### src/hdl/dms_defs.svh
// Constants for the DLL mode switch sequencer: pin codes, mode register fields, timings.
`ifndef DMS_DEFS_SVH
`define DMS_DEFS_SVH

// Controller clock period in picoseconds (20 MHz).
`define DMS_CLK_PERIOD_PS 50000

// Nanoseconds to whole clock cycles, always rounded up.
`define DMS_NS_TO_NCK(ns) ((((ns) * 1000) + `DMS_CLK_PERIOD_PS - 1) / `DMS_CLK_PERIOD_PS)
`define DMS_MAX(a, b) (((a) > (b)) ? (a) : (b))

// Command codes as {cs_n, ras_n, cas_n, we_n}.
`define DMS_CMD_MODE_SET 4'h0
`define DMS_CMD_SELF_REFRESH 4'h1
`define DMS_CMD_LONG_CAL 4'h6
`define DMS_CMD_NOP 4'h7

// Bank address of each mode register.
`define DMS_BA_MODE_REGISTER_ZERO 3'h0
`define DMS_BA_MODE_REGISTER_ONE 3'h1
`define DMS_BA_MODE_REGISTER_TWO 3'h2
`define DMS_BA_MODE_REGISTER_THREE 3'h3

// Mode register field positions and codes.
`define DMS_DLL_DISABLE_BIT 0
`define DMS_DLL_RESET_BIT 8
`define DMS_LONG_CAL_BIT 10
`define DMS_READ_LATENCY_MASK 16'h0074
`define DMS_READ_LATENCY_SIX 16'h0020
`define DMS_WRITE_LATENCY_MASK 16'h0038
`define DMS_WRITE_LATENCY_SIX 16'h0008

// Timing figures, each in its own unit (ns or clock_cycle_unit).
`define DMS_MODE_SET_DELAY_NS 15
`define DMS_MODE_SET_DELAY_MIN_NCK 12
`define DMS_MODE_COMMAND_SPACING_NCK 4
`define DMS_SR_ENTRY_CLOCK_HOLD_NS 10
`define DMS_SR_ENTRY_CLOCK_HOLD_MIN_NCK 5
`define DMS_SR_EXIT_CLOCK_SETUP_NS 10
`define DMS_SR_EXIT_CLOCK_SETUP_MIN_NCK 5
`define DMS_SR_EXIT_DELAY_NS 100
`define DMS_SR_EXIT_DELAY_MIN_NCK 5
`define DMS_DLL_LOCK_TIME_NCK 512
`define DMS_LONG_CALIBRATION_TIME_NCK 256

`endif

### src/hdl/dms_pkg.sv
// Types shared by the DLL mode switch sequencer files.
package dms_pkg;

    // Gray codes along the usual path of a transition up to DMS_DONE.
    typedef enum logic [4:0] {
        DMS_IDLE       = 5'h00,
        DMS_MR1_OFF    = 5'h01,
        DMS_WAIT_MOD   = 5'h03,
        DMS_SRE        = 5'h02,
        DMS_WAIT_SRE   = 5'h06,
        DMS_FREQ       = 5'h07,
        DMS_WAIT_SETUP = 5'h05,
        DMS_SRX        = 5'h04,
        DMS_WAIT_XS    = 5'h0C,
        DMS_MRS        = 5'h0D,
        DMS_WAIT_MRS   = 5'h0F,
        DMS_ZQ         = 5'h0E,
        DMS_FINAL      = 5'h0A,
        DMS_DONE       = 5'h0B
    } dms_state_e;

    typedef logic [9:0]  dms_count_t;
    typedef logic [15:0] dms_addr_t;

endpackage

### src/hdl/dms_wait_counter.sv
// Loadable down counter that marks when a wait of a given number of clock edges is over.
`timescale 1ns/1ps
`default_nettype none

module dms_wait_counter (
    input  wire logic              clk_i,
    input  wire logic              rst_n_i,
    input  wire logic              load_i,
    input  wire dms_pkg::dms_count_t count_i,
    output logic                   done_o
);

    dms_pkg::dms_count_t rem_q;

    // A load of N reports done N edges later; a count of zero behaves as one.
    always_ff @(posedge clk_i) begin
        if (!rst_n_i) begin
            rem_q <= '0;
        end else if (load_i) begin
            rem_q <= (count_i == '0) ? '0 : dms_pkg::dms_count_t'(count_i - 10'h001);
        end else if (rem_q != '0) begin
            rem_q <= dms_pkg::dms_count_t'(rem_q - 10'h001);
        end
    end

    assign done_o = (rem_q == '0);

endmodule // dms_wait_counter

`default_nettype wire

### src/hdl/dms_sequencer.sv
// Controller-side sequencer that switches the memory DLL off or on around a clock change.
//
// What this block does
// - Clock frequency changes only while the memory sits in self refresh.
// - Before the DLL-disable write: banks idle, timings met, termination off.
// - After DLL-disable write wait mode-set delay, enter self refresh, wait entry hold.
// - New clock stable for the exit clock setup time before self-refresh exit.
// - DLL-off: clock enable high from self-refresh exit until all mode-set delays end.
// - DLL-off: termination pin low until all mode-set delays end.
// - DLL-off: wait self-refresh exit delay, rewrite mode registers, optional long calibration.
// - After final DLL-off mode write, wait mode-set delay before any command.
// - DLL-on: idle and termination off before self refresh, then wait entry hold.
// - DLL-on: clock enable high from self-refresh exit until DLL lock time ends.
// - DLL-on: termination pin low until DLL lock time after DLL reset ends.
// - DLL-on: wait self-refresh exit delay, then clear the DLL-disable bit.
// - After DLL enable, wait command spacing, then set the DLL-reset bit.
// - Another spacing, remaining registers, then long calibration after mode-set delay.
// - Withhold locked-DLL commands until lock time and long calibration time pass.
// - Waits count real clock edges; mode writes spaced five edges apart.
// - Nanosecond timings become cycle counts, rounded up to whole cycles.
`timescale 1ns/1ps
`default_nettype none

`include "dms_defs.svh"

module dms_sequencer (
    input  wire logic              clk_i,
    input  wire logic              rst_n_i,
    // User side.
    input  wire logic              start_i,
    input  wire logic              dll_on_i,
    input  wire logic              long_cal_en_i,
    input  wire dms_pkg::dms_addr_t mr0_i,
    input  wire dms_pkg::dms_addr_t mr1_i,
    input  wire dms_pkg::dms_addr_t mr2_i,
    input  wire dms_pkg::dms_addr_t mr3_i,
    input  wire logic              clk_stable_i,
    input  wire logic              user_cke_i,
    input  wire logic              user_odt_i,
    output logic                   busy_o,
    output logic                   done_o,
    output logic                   freq_change_o,
    output logic                   dll_off_o,
    // Memory pins.
    output logic                   cke_o,
    output logic                   termination_control_pin_o,
    output logic                   cs_n_o,
    output logic                   ras_n_o,
    output logic                   cas_n_o,
    output logic                   we_n_o,
    output logic [2:0]             ba_o,
    output dms_pkg::dms_addr_t     addr_o
);

    // Wait lengths in cycles; nanosecond figures round up, then meet the cycle minimum.
    localparam dms_pkg::dms_count_t MOD_NCK = dms_pkg::dms_count_t'(`DMS_MAX(
        `DMS_MODE_SET_DELAY_MIN_NCK, `DMS_NS_TO_NCK(`DMS_MODE_SET_DELAY_NS)));
    localparam dms_pkg::dms_count_t MRD_NCK =
        dms_pkg::dms_count_t'(`DMS_MODE_COMMAND_SPACING_NCK);
    localparam dms_pkg::dms_count_t CKSRE_NCK = dms_pkg::dms_count_t'(`DMS_MAX(
        `DMS_SR_ENTRY_CLOCK_HOLD_MIN_NCK, `DMS_NS_TO_NCK(`DMS_SR_ENTRY_CLOCK_HOLD_NS)));
    localparam dms_pkg::dms_count_t CKSRX_NCK = dms_pkg::dms_count_t'(`DMS_MAX(
        `DMS_SR_EXIT_CLOCK_SETUP_MIN_NCK, `DMS_NS_TO_NCK(`DMS_SR_EXIT_CLOCK_SETUP_NS)));
    localparam dms_pkg::dms_count_t XS_NCK = dms_pkg::dms_count_t'(`DMS_MAX(
        `DMS_SR_EXIT_DELAY_MIN_NCK, `DMS_NS_TO_NCK(`DMS_SR_EXIT_DELAY_NS)));
    localparam dms_pkg::dms_count_t DLLK_NCK =
        dms_pkg::dms_count_t'(`DMS_DLL_LOCK_TIME_NCK);
    localparam dms_pkg::dms_count_t ZQ_NCK =
        dms_pkg::dms_count_t'(`DMS_LONG_CALIBRATION_TIME_NCK);

    dms_pkg::dms_state_e state_q;
    dms_pkg::dms_state_e state_d;
    logic                dll_on_q;
    logic                long_cal_q;
    logic [1:0]          idx_q;
    logic [1:0]          last_idx;
    logic [2:0]          mrs_ba;
    dms_pkg::dms_addr_t  mrs_addr;
    logic                step_load;
    dms_pkg::dms_count_t step_count;
    logic                step_done;
    logic                lock_load;
    logic                lock_done;
    logic                zq_load;
    logic                zq_done;
    logic                mrs_on_pins;

    // One counter per overlapping wait: the current step, DLL locking, long calibration.
    dms_wait_counter u_step_wait (
        .clk_i   (clk_i),
        .rst_n_i (rst_n_i),
        .load_i  (step_load),
        .count_i (step_count),
        .done_o  (step_done)
    );

    dms_wait_counter u_lock_wait (
        .clk_i   (clk_i),
        .rst_n_i (rst_n_i),
        .load_i  (lock_load),
        .count_i (DLLK_NCK),
        .done_o  (lock_done)
    );

    dms_wait_counter u_zq_wait (
        .clk_i   (clk_i),
        .rst_n_i (rst_n_i),
        .load_i  (zq_load),
        .count_i (ZQ_NCK),
        .done_o  (zq_done)
    );

    assign last_idx = dll_on_q ? 2'h3 : 2'h2;

    // Mode value for the current slot of the rewrite list.
    always_comb begin
        mrs_ba   = `DMS_BA_MODE_REGISTER_THREE;
        mrs_addr = mr3_i;
        if (dll_on_q) begin
            case (idx_q)
                2'h0: begin
                    mrs_ba                         = `DMS_BA_MODE_REGISTER_ONE;
                    mrs_addr                       = mr1_i;
                    mrs_addr[`DMS_DLL_DISABLE_BIT] = 1'b0;
                end
                2'h1: begin
                    mrs_ba                       = `DMS_BA_MODE_REGISTER_ZERO;
                    mrs_addr                     = mr0_i;
                    mrs_addr[`DMS_DLL_RESET_BIT] = 1'b1;
                end
                2'h2: begin
                    mrs_ba   = `DMS_BA_MODE_REGISTER_TWO;
                    mrs_addr = mr2_i;
                end
                default: begin
                    mrs_ba   = `DMS_BA_MODE_REGISTER_THREE;
                    mrs_addr = mr3_i;
                end
            endcase
        end else begin
            case (idx_q)
                2'h0: begin
                    mrs_ba   = `DMS_BA_MODE_REGISTER_ZERO;
                    mrs_addr = (mr0_i & ~`DMS_READ_LATENCY_MASK) | `DMS_READ_LATENCY_SIX;
                    mrs_addr[`DMS_DLL_RESET_BIT] = 1'b0;
                end
                2'h1: begin
                    mrs_ba   = `DMS_BA_MODE_REGISTER_TWO;
                    mrs_addr = (mr2_i & ~`DMS_WRITE_LATENCY_MASK) | `DMS_WRITE_LATENCY_SIX;
                end
                default: begin
                    mrs_ba   = `DMS_BA_MODE_REGISTER_THREE;
                    mrs_addr = mr3_i;
                end
            endcase
        end
    end

    // Next state and wait loads; each step wait must expire before the next step, lock and calibration waits before done.
    always_comb begin
        state_d    = state_q;
        step_load  = 1'b0;
        step_count = MOD_NCK;
        lock_load  = 1'b0;
        zq_load    = 1'b0;
        case (state_q)
            dms_pkg::DMS_IDLE: begin
                if (start_i) begin
                    state_d = dll_on_i ? dms_pkg::DMS_SRE : dms_pkg::DMS_MR1_OFF;
                end
            end
            dms_pkg::DMS_MR1_OFF: begin
                step_load  = 1'b1;
                step_count = MOD_NCK;
                state_d    = dms_pkg::DMS_WAIT_MOD;
            end
            dms_pkg::DMS_WAIT_MOD: begin
                if (step_done) begin
                    state_d = dms_pkg::DMS_SRE;
                end
            end
            dms_pkg::DMS_SRE: begin
                step_load  = 1'b1;
                step_count = CKSRE_NCK;
                state_d    = dms_pkg::DMS_WAIT_SRE;
            end
            dms_pkg::DMS_WAIT_SRE: begin
                if (step_done) begin
                    state_d = dms_pkg::DMS_FREQ;
                end
            end
            dms_pkg::DMS_FREQ: begin
                if (clk_stable_i) begin
                    step_load  = 1'b1;
                    step_count = CKSRX_NCK;
                    state_d    = dms_pkg::DMS_WAIT_SETUP;
                end
            end
            dms_pkg::DMS_WAIT_SETUP: begin
                if (step_done) begin
                    state_d = dms_pkg::DMS_SRX;
                end
            end
            dms_pkg::DMS_SRX: begin
                step_load  = 1'b1;
                step_count = XS_NCK;
                state_d    = dms_pkg::DMS_WAIT_XS;
            end
            dms_pkg::DMS_WAIT_XS: begin
                if (step_done) begin
                    state_d = dms_pkg::DMS_MRS;
                end
            end
            dms_pkg::DMS_MRS: begin
                step_load  = 1'b1;
                step_count = (idx_q == last_idx) ? MOD_NCK : MRD_NCK;
                lock_load  = dll_on_q && (idx_q == 2'h1);
                state_d    = dms_pkg::DMS_WAIT_MRS;
            end
            dms_pkg::DMS_WAIT_MRS: begin
                if (step_done) begin
                    if (idx_q != last_idx) begin
                        state_d = dms_pkg::DMS_MRS;
                    end else if (long_cal_q) begin
                        state_d = dms_pkg::DMS_ZQ;
                    end else begin
                        state_d = dms_pkg::DMS_FINAL;
                    end
                end
            end
            dms_pkg::DMS_ZQ: begin
                zq_load = 1'b1;
                state_d = dms_pkg::DMS_FINAL;
            end
            dms_pkg::DMS_FINAL: begin
                if (lock_done && zq_done) begin
                    state_d = dms_pkg::DMS_DONE;
                end
            end
            dms_pkg::DMS_DONE: begin
                state_d = dms_pkg::DMS_IDLE;
            end
            default: begin
                state_d = dms_pkg::DMS_IDLE;
            end
        endcase
    end

    // State register and the options captured when a transition starts.
    always_ff @(posedge clk_i) begin
        if (!rst_n_i) begin
            state_q    <= dms_pkg::DMS_IDLE;
            dll_on_q   <= 1'b0;
            long_cal_q <= 1'b0;
            idx_q      <= 2'h0;
        end else begin
            state_q <= state_d;
            if (state_q == dms_pkg::DMS_IDLE && start_i) begin
                dll_on_q   <= dll_on_i;
                long_cal_q <= long_cal_en_i;
            end
            if (state_q == dms_pkg::DMS_WAIT_XS) begin
                idx_q <= 2'h0;
            end else if (state_q == dms_pkg::DMS_WAIT_MRS && step_done && idx_q != last_idx) begin
                idx_q <= 2'(idx_q + 2'h1);
            end
        end
    end

    // Command pins: a command stands for exactly one cycle, NOP otherwise.
    always_ff @(posedge clk_i) begin
        if (!rst_n_i) begin
            {cs_n_o, ras_n_o, cas_n_o, we_n_o} <= `DMS_CMD_NOP;
            ba_o   <= 3'h0;
            addr_o <= 16'h0000;
        end else begin
            {cs_n_o, ras_n_o, cas_n_o, we_n_o} <= `DMS_CMD_NOP;
            ba_o   <= 3'h0;
            addr_o <= 16'h0000;
            case (state_q)
                dms_pkg::DMS_MR1_OFF: begin
                    {cs_n_o, ras_n_o, cas_n_o, we_n_o} <= `DMS_CMD_MODE_SET;
                    ba_o   <= `DMS_BA_MODE_REGISTER_ONE;
                    addr_o <= mr1_i | (16'h0001 << `DMS_DLL_DISABLE_BIT);
                end
                dms_pkg::DMS_SRE: begin
                    {cs_n_o, ras_n_o, cas_n_o, we_n_o} <= `DMS_CMD_SELF_REFRESH;
                end
                dms_pkg::DMS_MRS: begin
                    {cs_n_o, ras_n_o, cas_n_o, we_n_o} <= `DMS_CMD_MODE_SET;
                    ba_o   <= mrs_ba;
                    addr_o <= mrs_addr;
                end
                dms_pkg::DMS_ZQ: begin
                    {cs_n_o, ras_n_o, cas_n_o, we_n_o} <= `DMS_CMD_LONG_CAL;
                    addr_o <= 16'h0001 << `DMS_LONG_CAL_BIT;
                end
                default: begin
                    {cs_n_o, ras_n_o, cas_n_o, we_n_o} <= `DMS_CMD_NOP;
                end
            endcase
        end
    end

    // Clock enable drops with self-refresh entry and rises at its exit, or in idle at start or with the user.
    always_ff @(posedge clk_i) begin
        if (!rst_n_i) begin
            cke_o <= 1'b0;
        end else if (state_q == dms_pkg::DMS_IDLE) begin
            // A mode write or self-refresh entry only counts with clock enable already high.
            cke_o <= start_i ? 1'b1 : user_cke_i;
        end else if (state_q == dms_pkg::DMS_SRE) begin
            cke_o <= 1'b0;
        end else if (state_q == dms_pkg::DMS_SRX) begin
            cke_o <= 1'b1;
        end
    end

    // Termination is held low for the whole transition, whatever it was set to;
    // this covers both the enabled and the disabled case at no cost.
    always_ff @(posedge clk_i) begin
        if (!rst_n_i) begin
            termination_control_pin_o <= 1'b0;
        end else if (state_q == dms_pkg::DMS_IDLE && !start_i) begin
            termination_control_pin_o <= user_odt_i;
        end else begin
            termination_control_pin_o <= 1'b0;
        end
    end

    // Status toward the user; busy covers lock and calibration time.
    always_ff @(posedge clk_i) begin
        if (!rst_n_i) begin
            busy_o        <= 1'b0;
            done_o        <= 1'b0;
            freq_change_o <= 1'b0;
            dll_off_o     <= 1'b0;
        end else begin
            busy_o        <= (state_d != dms_pkg::DMS_IDLE);
            done_o        <= (state_q == dms_pkg::DMS_DONE);
            freq_change_o <= (state_d == dms_pkg::DMS_FREQ);
            if (state_q == dms_pkg::DMS_DONE) begin
                dll_off_o <= !dll_on_q;
            end
        end
    end

    assign mrs_on_pins = ({cs_n_o, ras_n_o, cas_n_o, we_n_o} == `DMS_CMD_MODE_SET);

    // The clock may only be changed while the memory is held in self refresh.
    freq_in_sr_a: assert property (@(posedge clk_i) disable iff (!rst_n_i)
        freq_change_o |-> !cke_o)
        else $error("Clock change requested outside self refresh.");

    // Frequency change waits the entry hold after self-refresh entry.
    sre_hold_a: assert property (@(posedge clk_i) disable iff (!rst_n_i)
        $rose(freq_change_o) |-> $past(!cke_o, 5) && !$past(freq_change_o, 5))
        else $error("Clock change started before entry hold elapsed.");

    // Self-refresh exit comes at least the setup time after the clock change ended.
    srx_setup_a: assert property (@(posedge clk_i) disable iff (!rst_n_i)
        $rose(cke_o) && state_q == dms_pkg::DMS_WAIT_XS
        |-> $past(!cke_o, 5) && !$past(freq_change_o, 4))
        else $error("Self-refresh exit before exit clock setup.");

    // DLL-disable write only with termination low and clock enable high.
    dll_off_write_a: assert property (@(posedge clk_i) disable iff (!rst_n_i)
        mrs_on_pins && ba_o == `DMS_BA_MODE_REGISTER_ONE && addr_o[`DMS_DLL_DISABLE_BIT]
        |-> !termination_control_pin_o && cke_o)
        else $error("DLL-disable write with termination active.");

    // Clock enable and termination hold once self refresh has been left.
    cke_odt_hold_a: assert property (@(posedge clk_i) disable iff (!rst_n_i)
        state_q inside {dms_pkg::DMS_WAIT_XS, dms_pkg::DMS_MRS, dms_pkg::DMS_WAIT_MRS,
                        dms_pkg::DMS_ZQ, dms_pkg::DMS_FINAL}
        |-> cke_o && !termination_control_pin_o)
        else $error("Clock enable or termination changed before waits ended.");

    // No mode write within the exit delay after self-refresh exit.
    xs_wait_a: assert property (@(posedge clk_i) disable iff (!rst_n_i)
        $rose(cke_o) && state_q == dms_pkg::DMS_WAIT_XS |-> !mrs_on_pins [*5])
        else $error("Mode write inside the self-refresh exit delay.");

    // Mode writes are at least four edges apart.
    mrs_spacing_a: assert property (@(posedge clk_i) disable iff (!rst_n_i)
        mrs_on_pins |=> !mrs_on_pins [*3])
        else $error("Mode writes closer than four cycles.");

    // DLL reset follows the DLL enable write by the command spacing plus the
    // one decision cycle that every wait spends before the next step.
    dll_reset_order_a: assert property (@(posedge clk_i) disable iff (!rst_n_i)
        mrs_on_pins && ba_o == `DMS_BA_MODE_REGISTER_ZERO && addr_o[`DMS_DLL_RESET_BIT]
        |-> $past(mrs_on_pins, 5) && $past(ba_o, 5) == `DMS_BA_MODE_REGISTER_ONE)
        else $error("DLL reset not spaced after DLL enable.");

    // Read latency of six is programmed on the way into DLL-off mode.
    latency_six_a: assert property (@(posedge clk_i) disable iff (!rst_n_i)
        mrs_on_pins && busy_o && !dll_on_q && ba_o == `DMS_BA_MODE_REGISTER_ZERO
        |-> (addr_o & `DMS_READ_LATENCY_MASK) == `DMS_READ_LATENCY_SIX)
        else $error("Read latency not six in DLL-off mode.");

    // Completion only after DLL lock and long calibration have both run out.
    lock_before_done_a: assert property (@(posedge clk_i) disable iff (!rst_n_i)
        $rose(done_o) |-> $past(lock_done, 2) && $past(zq_done, 2) && cke_o)
        else $error("Transition finished before lock or calibration time.");

endmodule // dms_sequencer

`default_nettype wire

### config.mk
export PLATFORM = sky130hd
export DESIGN_NAME = dms_sequencer
export DESIGN_NICKNAME = d
export VERILOG_FILES = /design/src/hdl/dms_pkg.sv /design/src/hdl/dms_wait_counter.sv /design/src/hdl/dms_sequencer.sv
export VERILOG_INCLUDE_DIRS = /design/src /design/src/hdl
export SDC_FILE = /design/constraint.sdc
export NUM_CORES = 1
export LEC_CHECK = 0
export BUFFER_PORTS_ARGS = -buffer_cell sky130_fd_sc_hd__clkbuf_2
export CAP_MARGIN = 20
export CORE_MARGIN = 2
export CORE_UTILIZATION = 57
export DETAILED_ROUTE_END_ITERATION = 6
export GPL_TIMING_DRIVEN = 0
export PLACE_DENSITY = 0.87
export SLEW_MARGIN = 30
export SYNTH_ARGS = -nofsm -noshare
export SYNTH_HDL_FRONTEND = slang
export SYNTH_SLANG_ARGS = --single-unit
### constraint.sdc
create_clock -name clk_i -period 6.4 [get_ports clk_i]
set_input_delay 0.32 -clock clk_i [delete_from_list [all_inputs] [get_ports clk_i]]
set_output_delay 0.32 -clock clk_i [all_outputs]
set_load 0.01 [all_outputs]
* Word-level counts from Yosys, hierarchy flattened *
Cells that the tools add are included.

storage, ports and cells
  register bits after elaboration = 66
  bits of input ports = 72
  output and inout port bits = 29
  word-level logic and storage cells = 114

operators by class
  $add $sub $neg = 5
  equal/unequal tests = 18
  multiplexer cells = 41
  bitwise logic cells = 1
  reduce and logical (&&, ||, !) cells = 30

operators by type and width
  kind                   count
  $pmux 16 s3            2
  $pmux 5 s13            1
  $logic_not 10->1       4
  $mux 5                 8
  $pmux 16 s2            1
  $eq 5x4->1 const B     6
  $mux 10                3
  $reduce_bool 10->1     3
  $sub 10x1->10 const B  3
  $eq 5x3->1 const B     5
  $mux 9                 2
  $mux 16                1
  $mux 8                 2
  $pmux 4 s3             1
  $eq 5x2->1 const B     2
  $mux 1                 10
  $mux 4                 2
  $reduce_or 2->1        4
  $logic_and 1x1->1      6
  $mux 3                 2
  $pmux 2 s3             1
  $pmux 3 s2             1
  $reduce_bool 2->1      3
  $reduce_or 3->1        2
  18 further kinds       20

* Depth between registers and ports, before layout *
Gate-level depths: netlist of run 1.

  depth in word-level cells = 7
  mapped depth = 9
  gate-level depth less buffers = 7

* Modules after synthesis *
Synthesis of run 1 repeated with hierarchy kept, for this count alone.

unflattened totals
  cell total of the unflattened synthesis = 594
  area, all modules = 4638.2 um^2

by module, submodules not included
  module            instances  cells each  area each (um^2)  seq. area each (um^2)
  dms_sequencer     1          306         2367.3            700.7
  dms_wait_counter  3          96          757.0             200.2

* Worst setup path before layout of run 1 *
No wires, ideal clock.

  kind = reg-to-reg
  from = reg u_step_wait.rem_q[0]
  to = reg busy_o
  setup time = 150 ps
  arrival time = 2022 ps
  required time = 6250 ps
  slack = 4227 ps
  stages on the path, launching flop included = 8
  buffers on the path = 0
  period minus slack after synthesis = 2173 ps
  cell sequence = dfxtp_1 > inv_1 > ha_1 > or3b_2 > or2_4 > o311a_1 > a211oi_2 > a41oi_1

on the way
  cells in the longest elaborated chain, start to end = 4
  elaborated cells between the ends (all ways) = 8
  those cells by class = 6 x mux; 2 x reduce/logical

RTL lines
  what                              line                    RTL
  start, declared                   dms_wait_counter.sv:13  dms_pkg::dms_count_t rem_q;
  start signal, assigned            dms_wait_counter.sv:20  rem_q <= (count_i == '0) ? '0 : dms_pkg::dms_count_t'(count_i - 10'h001);
  start signal, assigned            dms_wait_counter.sv:22  rem_q <= dms_pkg::dms_count_t'(rem_q - 10'h001);
  $logic_not 10->1 (*)              dms_wait_counter.sv:26  assign done_o = (rem_q == '0);
  $mux 5, on equally long branches  n/a
  $pmux 5 s13 (*)                   dms_sequencer.sv:166    case (state_q)
  $reduce_bool 5->1 (*)             dms_sequencer.sv:339    busy_o <= (state_d != dms_pkg::DMS_IDLE);
  end signal, assigned              dms_sequencer.sv:339
  end, declared                     dms_sequencer.sv:40     output logic busy_o,

Mark *: on every way between the ends. The rest lies on a longest branch, timed or not.
A chain may end at the register's enable or synchronous reset.

* Worst setup path in the final report of run 1 *
  from = reg state_q[3]
  to = reg addr_o[11]

on the way
  cells in the longest elaborated chain, start to end = 2
  elaborated cells between the ends (all ways) = 4
  those cells by class = 3 x eq/ne; 1 x mux

RTL lines
  what                                      line                  RTL
  start, declared                           dms_sequencer.sv:71   dms_pkg::dms_state_e state_q;
  start signal, assigned                    dms_sequencer.sv:252  state_q <= dms_pkg::DMS_IDLE;
  start signal, assigned                    dms_sequencer.sv:257  state_q <= state_d;
  $eq 5x4->1 or $eq 5x1->1 (tied branches)  dms_sequencer.sv:280  case (state_q)
  $pmux 16 s3 (*)                           dms_sequencer.sv:280
  end signal, assigned                      dms_sequencer.sv:284  addr_o <= mr1_i | (16'h0001 << `DMS_DLL_DISABLE_BIT);
  end signal, assigned                      dms_sequencer.sv:292  addr_o <= mrs_addr;
  end signal, assigned                      dms_sequencer.sv:296  addr_o <= 16'h0001 << `DMS_LONG_CAL_BIT;
  end, declared                             dms_sequencer.sv:52   output dms_pkg::dms_addr_t addr_o

Marks and branches as above.

==> impl_metrics.yaml, run 1 <==
layout:
  multiInputGateArea_um2: 2290
  ff_latch_area_um2: 1300
  nNetsFinal: 663
  diodes: 0
  syn2layout_area_growth_pct: 21.7
  final_cell_mix: "clkbuf_2, dfxtp_1, a21oi_1, nor2_1, nand2_1"
  design_area_um2: 4610
  fillers: 530
  drive_gt1_share_pct: 23.2
  final_common_cell: "clkbuf_2"
setup_path:
  critPathTopFamily: "simple AND/OR/NAND/NOR gates"
  slowest_delay_ps: 460
  worstSetupPathType: "flip-flop to flip-flop"
  critPathMaxFanout: 10
  r2r_setup_slack_ps: 3900
  arrival_ps: 2790
  regToRegEndpoint: "addr_o[11]"
  worst_path_max_delay_cell: "clkbuf_1"
  crit_buf_inv: 2
  crit_path_frequent_cell: "clkbuf_1"
  r2r_start: "state_q[3]"
  crit_path_start_kind: "flip-flop"
  crit_required_ps: 6690
  worstPathCellList: "clkbuf_1, nand3b_1, nor2_1, clkbuf_1, nand2_1, o2bb2ai_1"
  reg2regPathDepth: 6
  end_kind: "flip-flop"
cts:
  clockRootBuffer: "clkbuf_8"
  htreeDepth: 3
  cts_sinks: 65
  cts-resized-gates: 0
  cts_tree: "yes"
  path_clk_slew_ps: 80
  cts_inserted_buffers: 9
  worstSkewPairLatency_ps: 360
  cts_hold_buf: 0
  clockBufferDepth: 2
  postCtsSetupBuffers: 0
sta:
  fmax_mhz: 400
  setup_viol_count_final: 0
  finalClockSkew_ps: 7.76
  rsz0062_at_grt: "no"
  max_slew_margin_pct: 45.6
  fin_crit_sh_pct: 39.1
  worst_slew_pin_slew_ps: 815
  final_max_slew_viol_count: 0
  tns_ps: 0
  finalHoldViolCount: 0
  setup_slack_ps: 3900
  period_needed_ps: 2500
placed_design:
  placed_area_um2: 4370
  place.port_buffers: 96
  routabilityCongestion: 0.987
  dp_worst_setup_slack_ps: 3980
  dp_hpwl_mm: 8.26
pwr:
  vdd_drop_max_uv: 321
  leakage_nw: 1.90
  power.density_nw_per_um2: 338
  total_power_mw: 1.56
  switching_power_mw: 0.547
  p_clk_share_pct: 26.5
  power_frac_seq_pct: 35.4
  p_comb_share_pct: 38.1
  p_int_mw: 1.01
  p_sw_share_pct: 35.1
floorplan:
  core_um2: 6390
  dieArea_um2: 7310
  die_h_um: 85.5
  initial_utilization_pct: 59.3
  die_w_um: 85.5
  io_pins: 101
  rows: 29
global_route:
  first_global_vias: 3831
  antenna_found_initial: 0
  grt_usage_pct: 31.0
  grt_overflow: 0
  grt_max_degree: 13
  grt_pass1_wl_mm: 18.1
yosys:
  synth_seq_cells: 65
  synth.avg_cell_area_um2: 8.01
  synth_top_area_share_pct: 34.4
  synth.distinct_cells: 66
  ys_warn_count: 0
  synth_flop_cell: "dfxtp_1"
  synthesis.area_um2: 3790
  ys_async_sr_fraction_pct: 0
  syn_inst: 473
  yosysSeqAreaShare_pct: 34.4
  synth_edf_count: 0
  synth_area_leaders: "dfxtp_1, a21oi_1, nor2_1, nand2_1, xnor2_1"
  yosysTopAreaCell: "dfxtp_1"
run_status:
  status: "completed"
job:
  drv_cap: 0
route:
  drt_iter0_markers: 348
  dr.pass1.iters: 5
  ant_nets: 0
  wl_per_cell_um: 16.8
  vias: 4149
  drc: 0
  vias_per_cell: 6.25
  wl_mm: 11.2
hold_path:
  hold-path-endpoint: "addr_o[13]"
  hold_path_depth: 2
  holdCritPathClass: "input port to flip-flop"
  hold_path_startpoint: "mr1_i[13]"
-- flip-flops by register name, summed over array words and instances (netlist names), 2 cells and up --
| register | cells |
|---|---|
| addr_o | 16 |
| u_zq_wait.rem_q | 10 |
| ba_o | 2 |
| u_lock_wait.rem_q | 10 |
| idx_q | 2 |
| state_q | 5 |
| u_step_wait.rem_q | 10 |
-- logic make-up (layout without fill, tap and decap cells) --
kind of cell	Yosys count	in the layout	share of synthesized area [%]
flip-flops	65	65	34.4
AO/OA/AOI/OAI	149	149	27.3
XOR/XNOR	24	24	5.55
adder cells (fa/ha/maj)	9	9	2.97
buffers and inverters	50	162	5.38
other	1	3	0.0990
AND/OR/NAND/NOR	170	170	23.0
multiplexers	5	5	1.39
-- routing by layer --
layer / vias up / wire, µm / track usage (%)
met3: 42 / 924 / 8.18
met2: 234 / 5330 / 48.7
met4: 0 / 349 / 11.5
met1: 1918 / 4550 / 41.1
li1: 1955 / - / -
met5: - / 0 / 0
-- worst max-delay path by stage --
stage | from | end | cells after the start
2_1_floorplan | u_step_wait.rem_q[0] | busy_o | 7
3_3_place_gp | idx_q[1] | u_lock_wait.rem_q[9] | 8
3_5_place_dp | u_step_wait.rem_q[0] | busy_o | 8
4_1_cts | u_step_wait.rem_q[0] | busy_o | 8
5_1_grt | idx_q[1] | u_lock_wait.rem_q[0] | 7
6_report | state_q[3] | addr_o[11] | 6
-- metrics by stage --
stage	hold WS, ps	util, %	std cells
global route	192	72.2	664
detailed placement	503	68.5	648
floorplan	437	-	475
global placement	474	68.5	648
finish	185	72.2	664
CTS	183	72.2	664
-- cells in the mapped netlist, drive strengths merged (4+ instances only) --
| cell type | number |
|---|---|
| dfxtp | 65 |
| nor2b | 6 |
| a22oi | 14 |
| o2111ai | 4 |
| and3 | 5 |
| o2bb2ai | 6 |
| nor4 | 7 |
| or3 | 5 |
| o211ai | 9 |
| ha | 9 |
| nor3 | 13 |
| a221oi | 7 |
| o22ai | 4 |
| o21a | 4 |
| nand3 | 13 |
| a221o | 6 |
| nand2 | 39 |
| buf | 9 |
| o21ai | 13 |
| xnor2 | 14 |
| nor3b | 5 |
| a21boi | 5 |
| nand2b | 9 |
| or2 | 7 |
| a222oi | 4 |
| or4 | 4 |
| xor2 | 10 |
| nor2 | 44 |
| inv | 12 |
| clkbuf | 28 |
| a21oi | 47 |
-- layout make-up --
type	count	share of cell area (%)
clock buffer	11	3.29
multi-input combinational	360	49.7
buffer	37	3.37
clock inverter	5	1.85
sequential	65	28.2
tap	77	2.09
timing repair buffer	96	10.4
inverter	13	1.06
-- power groups by stage --
stage	clock (mW)	sequential, mW	combinational (mW)
5_1_grt	0.435	0.562	0.669
2_1_floorplan	0	0.542	0.472
4_1_cts	0.414	0.550	0.590
3_5_place_dp	0	0.557	0.585
6_report	0.413	0.552	0.594
3_3_place_gp	0	0.554	0.559
Power figures use the tool's default switching activity.
==> run 2: changes to the inputs <==
Settings changed: ABC_AREA from default to 1, CORE_UTILIZATION 57 to 53, PLACE_DENSITY 0.87 to 0.81.
Clock period 6.4 ns to 2.32 ns, I/O delays scaled along.
==> run 2 against run 1 <==
Register-to-register slack worse by 3700 ps; die area grew 9.6%; final cell count increased by 19%; clock power rose by 140%; design area rose by 2.0%; clock skew up 5.8 ps; hold slack worse by 170 ps; via count increased by 6.0%; sequential cell count stayed put.
==> impl_metrics.yaml, run 2 <==
cts:
  cts_sinks: 65
  cts_tree: "yes"
  postCtsSetupBuffers: 0
  clockRootBuffer: "clkbuf_8"
  clockBufferDepth: 2
  path_clk_slew_ps: 80
  htreeDepth: 3
  worstSkewPairLatency_ps: 360
  cts_inserted_buffers: 9
sta:
  period_needed_ps: 2120
  fmax_mhz: 471
  max_slew_margin_pct: 60.1
  rsz0062_at_grt: "no"
  final_max_slew_viol_count: 0
  finalHoldViolCount: 0
  finalClockSkew_ps: 13.6
  setup_viol_count_final: 0
  setup_slack_ps: 195
  holdWs_ps: 11.0
  worst_slew_pin_slew_ps: 599
  fin_crit_sh_pct: 91.6
  tns_ps: 0
yosys:
  yosysSeqAreaShare_pct: 33.6
  yosysMostFrequentCell: "nand2_1"
  yosysTopAreaCell: "dfxtp_1"
  synthMuxAreaShare_pct: 0
  synth.avg_cell_area_um2: 6.72
  synth_flop_cell: "dfxtp_1"
  synth_compound_area_share_pct: 20.9
  synth-simple-area-share_pct: 30.3
  synth_top_family_by_area: "simple AND/OR/NAND/NOR gates"
  ys_warn_count: 0
  synthesis.area_um2: 3880
  synth_edf_count: 0
  synth_area_leaders: "dfxtp_1, nand2_1, inv_1, nor2_1, a21oi_1"
  synth.distinct_cells: 49
  synth_xor_area_share_pct: 1.58
  ys_async_sr_fraction_pct: 0
  synth_top_area_share_pct: 33.6
  synthAdderAreaFrac_pct: 2.91
  syn_inst: 577
  synth_seq_cells: 65
  synth_common_cells: "nand2_1, inv_1, nor2_1"
setup_path:
  worst_path_max_delay_cell: "dfxtp_1"
  worstSetupPathType: "flip-flop to flip-flop"
  crit_path_frequent_cell: "nand2_1"
  end_kind: "flip-flop"
  worstPathCellList: "inv_2, ha_1, clkinv_1, nand2_1, nand2_1, inv_1, nand3_1, o2111ai_1, nand2_1, nand3_1, nand2_1"
  slowest_delay_ps: 380
  crit_path_start_kind: "flip-flop"
  critPathMaxFanout: 9
  arrival_ps: 2370
  reg2regPathDepth: 11
  cp.depth: 11
  crit_required_ps: 2560
  crit_buf_inv: 3
  critPathTopFamily: "simple AND/OR/NAND/NOR gates"
floorplan:
  die_w_um: 89.5
  io_pins: 101
  core_um2: 7180
  initial_utilization_pct: 54.0
  rows: 31
  die_h_um: 89.5
  dieArea_um2: 8010
layout:
  final_common_cell: "nand2_1"
  largest_register: "addr_o"
  fin_util_pct: 65.5
  nNetsFinal: 768
  syn2layout_area_growth_pct: 21.3
  diodes: 0
  drive_gt1_share_pct: 22.1
  finalNonFillerCells: 791
  final_cell_mix: "nand2_1, clkbuf_2, inv_1, nor2_1, dfxtp_1"
  fillers: 649
  largest_reg_flops: 16
placed_design:
  dp_worst_setup_slack_ps: 192
  place.port_buffers: 96
  dp_hpwl_mm: 8.52
  routabilityCongestion: 0.946
  numPlacedInstances: 774
pwr:
  leakage_nw: 2.29
  vdd_drop_max_uv: 630
  power.density_nw_per_um2: 927
route:
  vias: 4396
  wl_mm: 11.3
  ant_nets: 0
  wl_per_cell_um: 14.3
  drt_iter0_markers: 358
  dr.pass1.iters: 6
  drc: 0
  vias_per_cell: 5.56
job:
  drv_cap: 0
hold_path:
  hold_path_depth: 3
  holdCritPathClass: "input port to flip-flop"
global_route:
  first_global_vias: 3949
  grt_max_degree: 14
  grt_usage_pct: 28.7
  grt_overflow: 0
  grt_pass1_wl_mm: 17.9
  antenna_found_initial: 0
run_status:
  status: "completed"
-- run 2: what timing repair did --
item / in CTS / in global routing
endpoints found under the hold margin: 1 / 0
hold buffers: 1 / 0
gates resized for setup: 0 / 1
setup endpoints to repair: 0 / 1
-- run 2: final timing paths --
path | endpoint | from | slack, ps
worst max-delay path | addr_o[10] | idx_q[0] | 200
worst min-delay path | addr_o[3] | mr1_i[3] | 10
worst max register to register | addr_o[10] | idx_q[0] | 200
worst min register to register | u_zq_wait.rem_q[0] | u_zq_wait.rem_q[0] | 470
-- run 2: area by class of cell --
class | count | area, µm² | area share (%)
sequential | 65 | 1300 | 27.7
buffer | 18 | 100 | 2.13
timing repair buffer | 97 | 490 | 10.4
inverter | 83 | 312 | 6.63
clock buffer | 9 | 124 | 2.63
clock inverter | 7 | 77.6 | 1.65
multi-input combinational | 413 | 2170 | 46.2
tap | 99 | 124 | 2.63
-- run 2: power by group --
part	internal [mW]	total (mW)	switching [mW]
Clock	0.505	0.996	0.491
Sequential	1.36	1.53	0.172
Combinational	0.682	1.83	1.15
-- run 2: routing by layer --
| layer | global-route usage, % | vias up | part of all wire, % |
|---|---|---|---|
| met5 | 0 | - | 0 |
| met4 | 11.5 | 0 | 2.2 |
| met3 | 5.63 | 25 | 8.4 |
| met2 | 47.7 | 217 | 45 |
| met1 | 36.5 | 1994 | 44 |
| li1 | - | 2160 | - |
-- run 2: cell families (layout without fill, tap and decap cells) --
logic type | Yosys count | in the layout
simple gates | 263 | 263
buf+inv | 101 | 214
flops | 65 | 65
fa+ha+maj | 9 | 9
compound gates | 131 | 131
other cells | 1 | 3
xor+xnor | 7 | 7
-- run 2: stage by stage --
step	cell area [µm²]	total power [mW]
floorplan	3880	2.91
global placement	4490	3.26
detailed placement	4490	3.34
CTS	4700	4.34
global route	4700	4.68
finish	4700	4.36
-- run 2: worst reg2reg max path, delay by kind of cell (launching register included) --
family,cells,cell delay [ps]
buffers and inverters,3,640
AO/OA/AOI/OAI,1,90
adder cells (fa/ha/maj),1,170
flip-flops,1,380
AND/OR/NAND/NOR,6,740
==> run 3: changes to the inputs <==
Settings changed: CORE_UTILIZATION 53 to 46, PLACE_DENSITY 0.81 to 0.72.
==> run 3 against run 2 <==
Clock power is 11% higher; sequential power hardly changed; combinational power hardly changed; clock-buffer cell count is 1 higher; via count is 0.75% lower; sequential share of layout area is 0.22 points lower; hold slack better by 2.4 ps.
==> impl_metrics.yaml, run 3 (same netlist as run 2, synthesis figures left out) <==
global_route:
  grt_max_degree: 13
  first_global_vias: 3923
  grt_overflow: 0
  grt_pass1_wl_mm: 18.1
  grt_usage_pct: 25.2
  antenna_found_initial: 0
sta:
  final_max_slew_viol_count: 0
  finalClockSkew_ps: 15.3
  worst_slew_pin_slew_ps: 657
  fmax_mhz: 482
  max_slew_margin_pct: 56.2
  setup_viol_count_final: 0
  rsz0062_at_grt: "no"
  period_needed_ps: 2070
  finalHoldViolCount: 0
  tns_ps: 0
  fin_crit_sh_pct: 89.4
floorplan:
  die_w_um: 95.8
  dieArea_um2: 9180
  initial_utilization_pct: 47.4
  io_pins: 101
  core_um2: 8180
  die_h_um: 95.8
  rows: 33
layout:
  diodes: 0
  design_area_um2: 4740
  largest_reg_flops: 16
  nNetsFinal: 768
  final_cell_mix: "nand2_1, clkbuf_2, inv_1, nor2_1, dfxtp_1"
  finalNonFillerCells: 797
  syn2layout_area_growth_pct: 22.3
  final_common_cell: "nand2_1"
  drive_gt1_share_pct: 22.3
  fin_util_pct: 58.0
  largest_register: "addr_o"
setup_path:
  critPathTopFamily: "buffers and inverters"
  crit_buf_inv: 3
  reg2regPathDepth: 9
  crit_path_start_kind: "flip-flop"
  r2r_setup_slack_ps: 250
  worstSetupPathType: "flip-flop to flip-flop"
  crit_required_ps: 2540
  arrival_ps: 2300
  end_kind: "flip-flop"
  slowest_delay_ps: 380
  worst_path_max_delay_cell: "dfxtp_1"
  critPathMaxFanout: 9
  r2r_start: "idx_q[0]"
  regToRegEndpoint: "addr_o[14]"
  crit_path_frequent_cell: "nand2_1"
  worstPathCellList: "inv_2, ha_1, clkinvlp_4, nand2_1, nand2_1, inv_1, o221ai_1, o2111ai_1, nand2_1"
cts:
  postCtsSetupBuffers: 0
  path_clk_slew_ps: 80
  cts_tree: "yes"
  cts_inserted_buffers: 9
  cts_sinks: 65
  htreeDepth: 3
  clockBufferDepth: 2
  worstSkewPairLatency_ps: 350
  clockRootBuffer: "clkbuf_8"
job:
  drv_cap: 0
placed_design:
  numPlacedInstances: 780
  routabilityCongestion: 0.944
  placed_area_um2: 4500
  place.port_buffers: 96
  dp_hpwl_mm: 8.63
run_status:
  status: "completed"
route:
  vias_per_cell: 5.47
  drc: 0
  ant_nets: 0
  wl_mm: 11.4
  drt_iter0_markers: 353
  vias: 4363
  wl_per_cell_um: 14.3
  dr.pass1.iters: 5
hold_path:
  holdCritPathClass: "input port to flip-flop"
  hold_path_depth: 3
  hold-path-endpoint: "addr_o[10]"
  hold_path_startpoint: "mr1_i[10]"
pwr:
  leakage_nw: 2.30
  vdd_drop_max_uv: 484
  total_power_mw: 4.46
  power.density_nw_per_um2: 942
-- run 3: cell types whose count changed in the layout (fill, tap and decap cells not counted) --
cell and delta:
inv_6 -1, clkinv_1 -1, bufinv_16 +1, clkinv_4 -1, clkbuf_8 +1, clkinvlp_4 +1
-- run 3: worst max path at each step --
stage	startpoint	to	slack (ps)	cells past startpoint
after floorplan	idx_q[0]	addr_o[10]	630	10
after global placement	idx_q[0]	addr_o[10]	230	10
after detailed placement	idx_q[0]	addr_o[10]	210	10
after CTS	idx_q[0]	addr_o[10]	200	10
after global routing	idx_q[0]	addr_o[10]	6	11
final	idx_q[0]	addr_o[14]	250	9
-- run 3: power breakdown --
| group | internal, mW | switching [mW] | total (mW) |
|---|---|---|---|
| sequential | 1.36 | 0.168 | 1.53 |
| combinational | 0.683 | 1.14 | 1.82 |
| clock | 0.638 | 0.475 | 1.11 |
| total | 2.68 | 1.78 | 4.46 |
-- run 3: worst register-to-register path, stage by stage, from the launching register on --
cell	delay [ps]
dfxtp_1	380
inv_2	110
ha_1	210
clkinvlp_4	210
nand2_1	180
nand2_1	190
inv_1	270
o221ai_1	190
o2111ai_1	120
nand2_1	100
-- run 3: timing repair --
item | 4_1_cts | 5_1_grt
endpoints found under the setup margin | 0 | 3
hold buffers | 1 | 0
endpoints found under the hold margin | 1 | 0
resized for setup | 0 | 2
-- run 3: routing by layer --
layer | vias to the layer above | GRT usage, % | part of all wire (%)
met1 | 1931 | 32.3 | 43
met2 | 239 | 40.3 | 44
li1 | 2160 | - | -
met3 | 33 | 5.17 | 9.7
met5 | - | 0 | 0
met4 | 0 | 11.9 | 3.2
-- run 3: metrics by stage --
step           setup slack [ps]  hold slack, ps
6_report                    247            13.4
5_1_grt                    6.02            27.8
4_1_cts                     195            3.43
3_5_place_dp                212             339
3_3_place_gp                232             336
2_1_floorplan               633             242
-- run 3: area by class of cell --
type,count,area (µm²)
Clock buffer,10,138
Timing Repair Buffer,97,490
Sequential cell,65,1300
Inverter,83,315
Multi-Input combinational cell,413,2170
Tap cell,105,131
Buffer,18,100
Clock inverter,6,90.1
Fill cell,830,3440
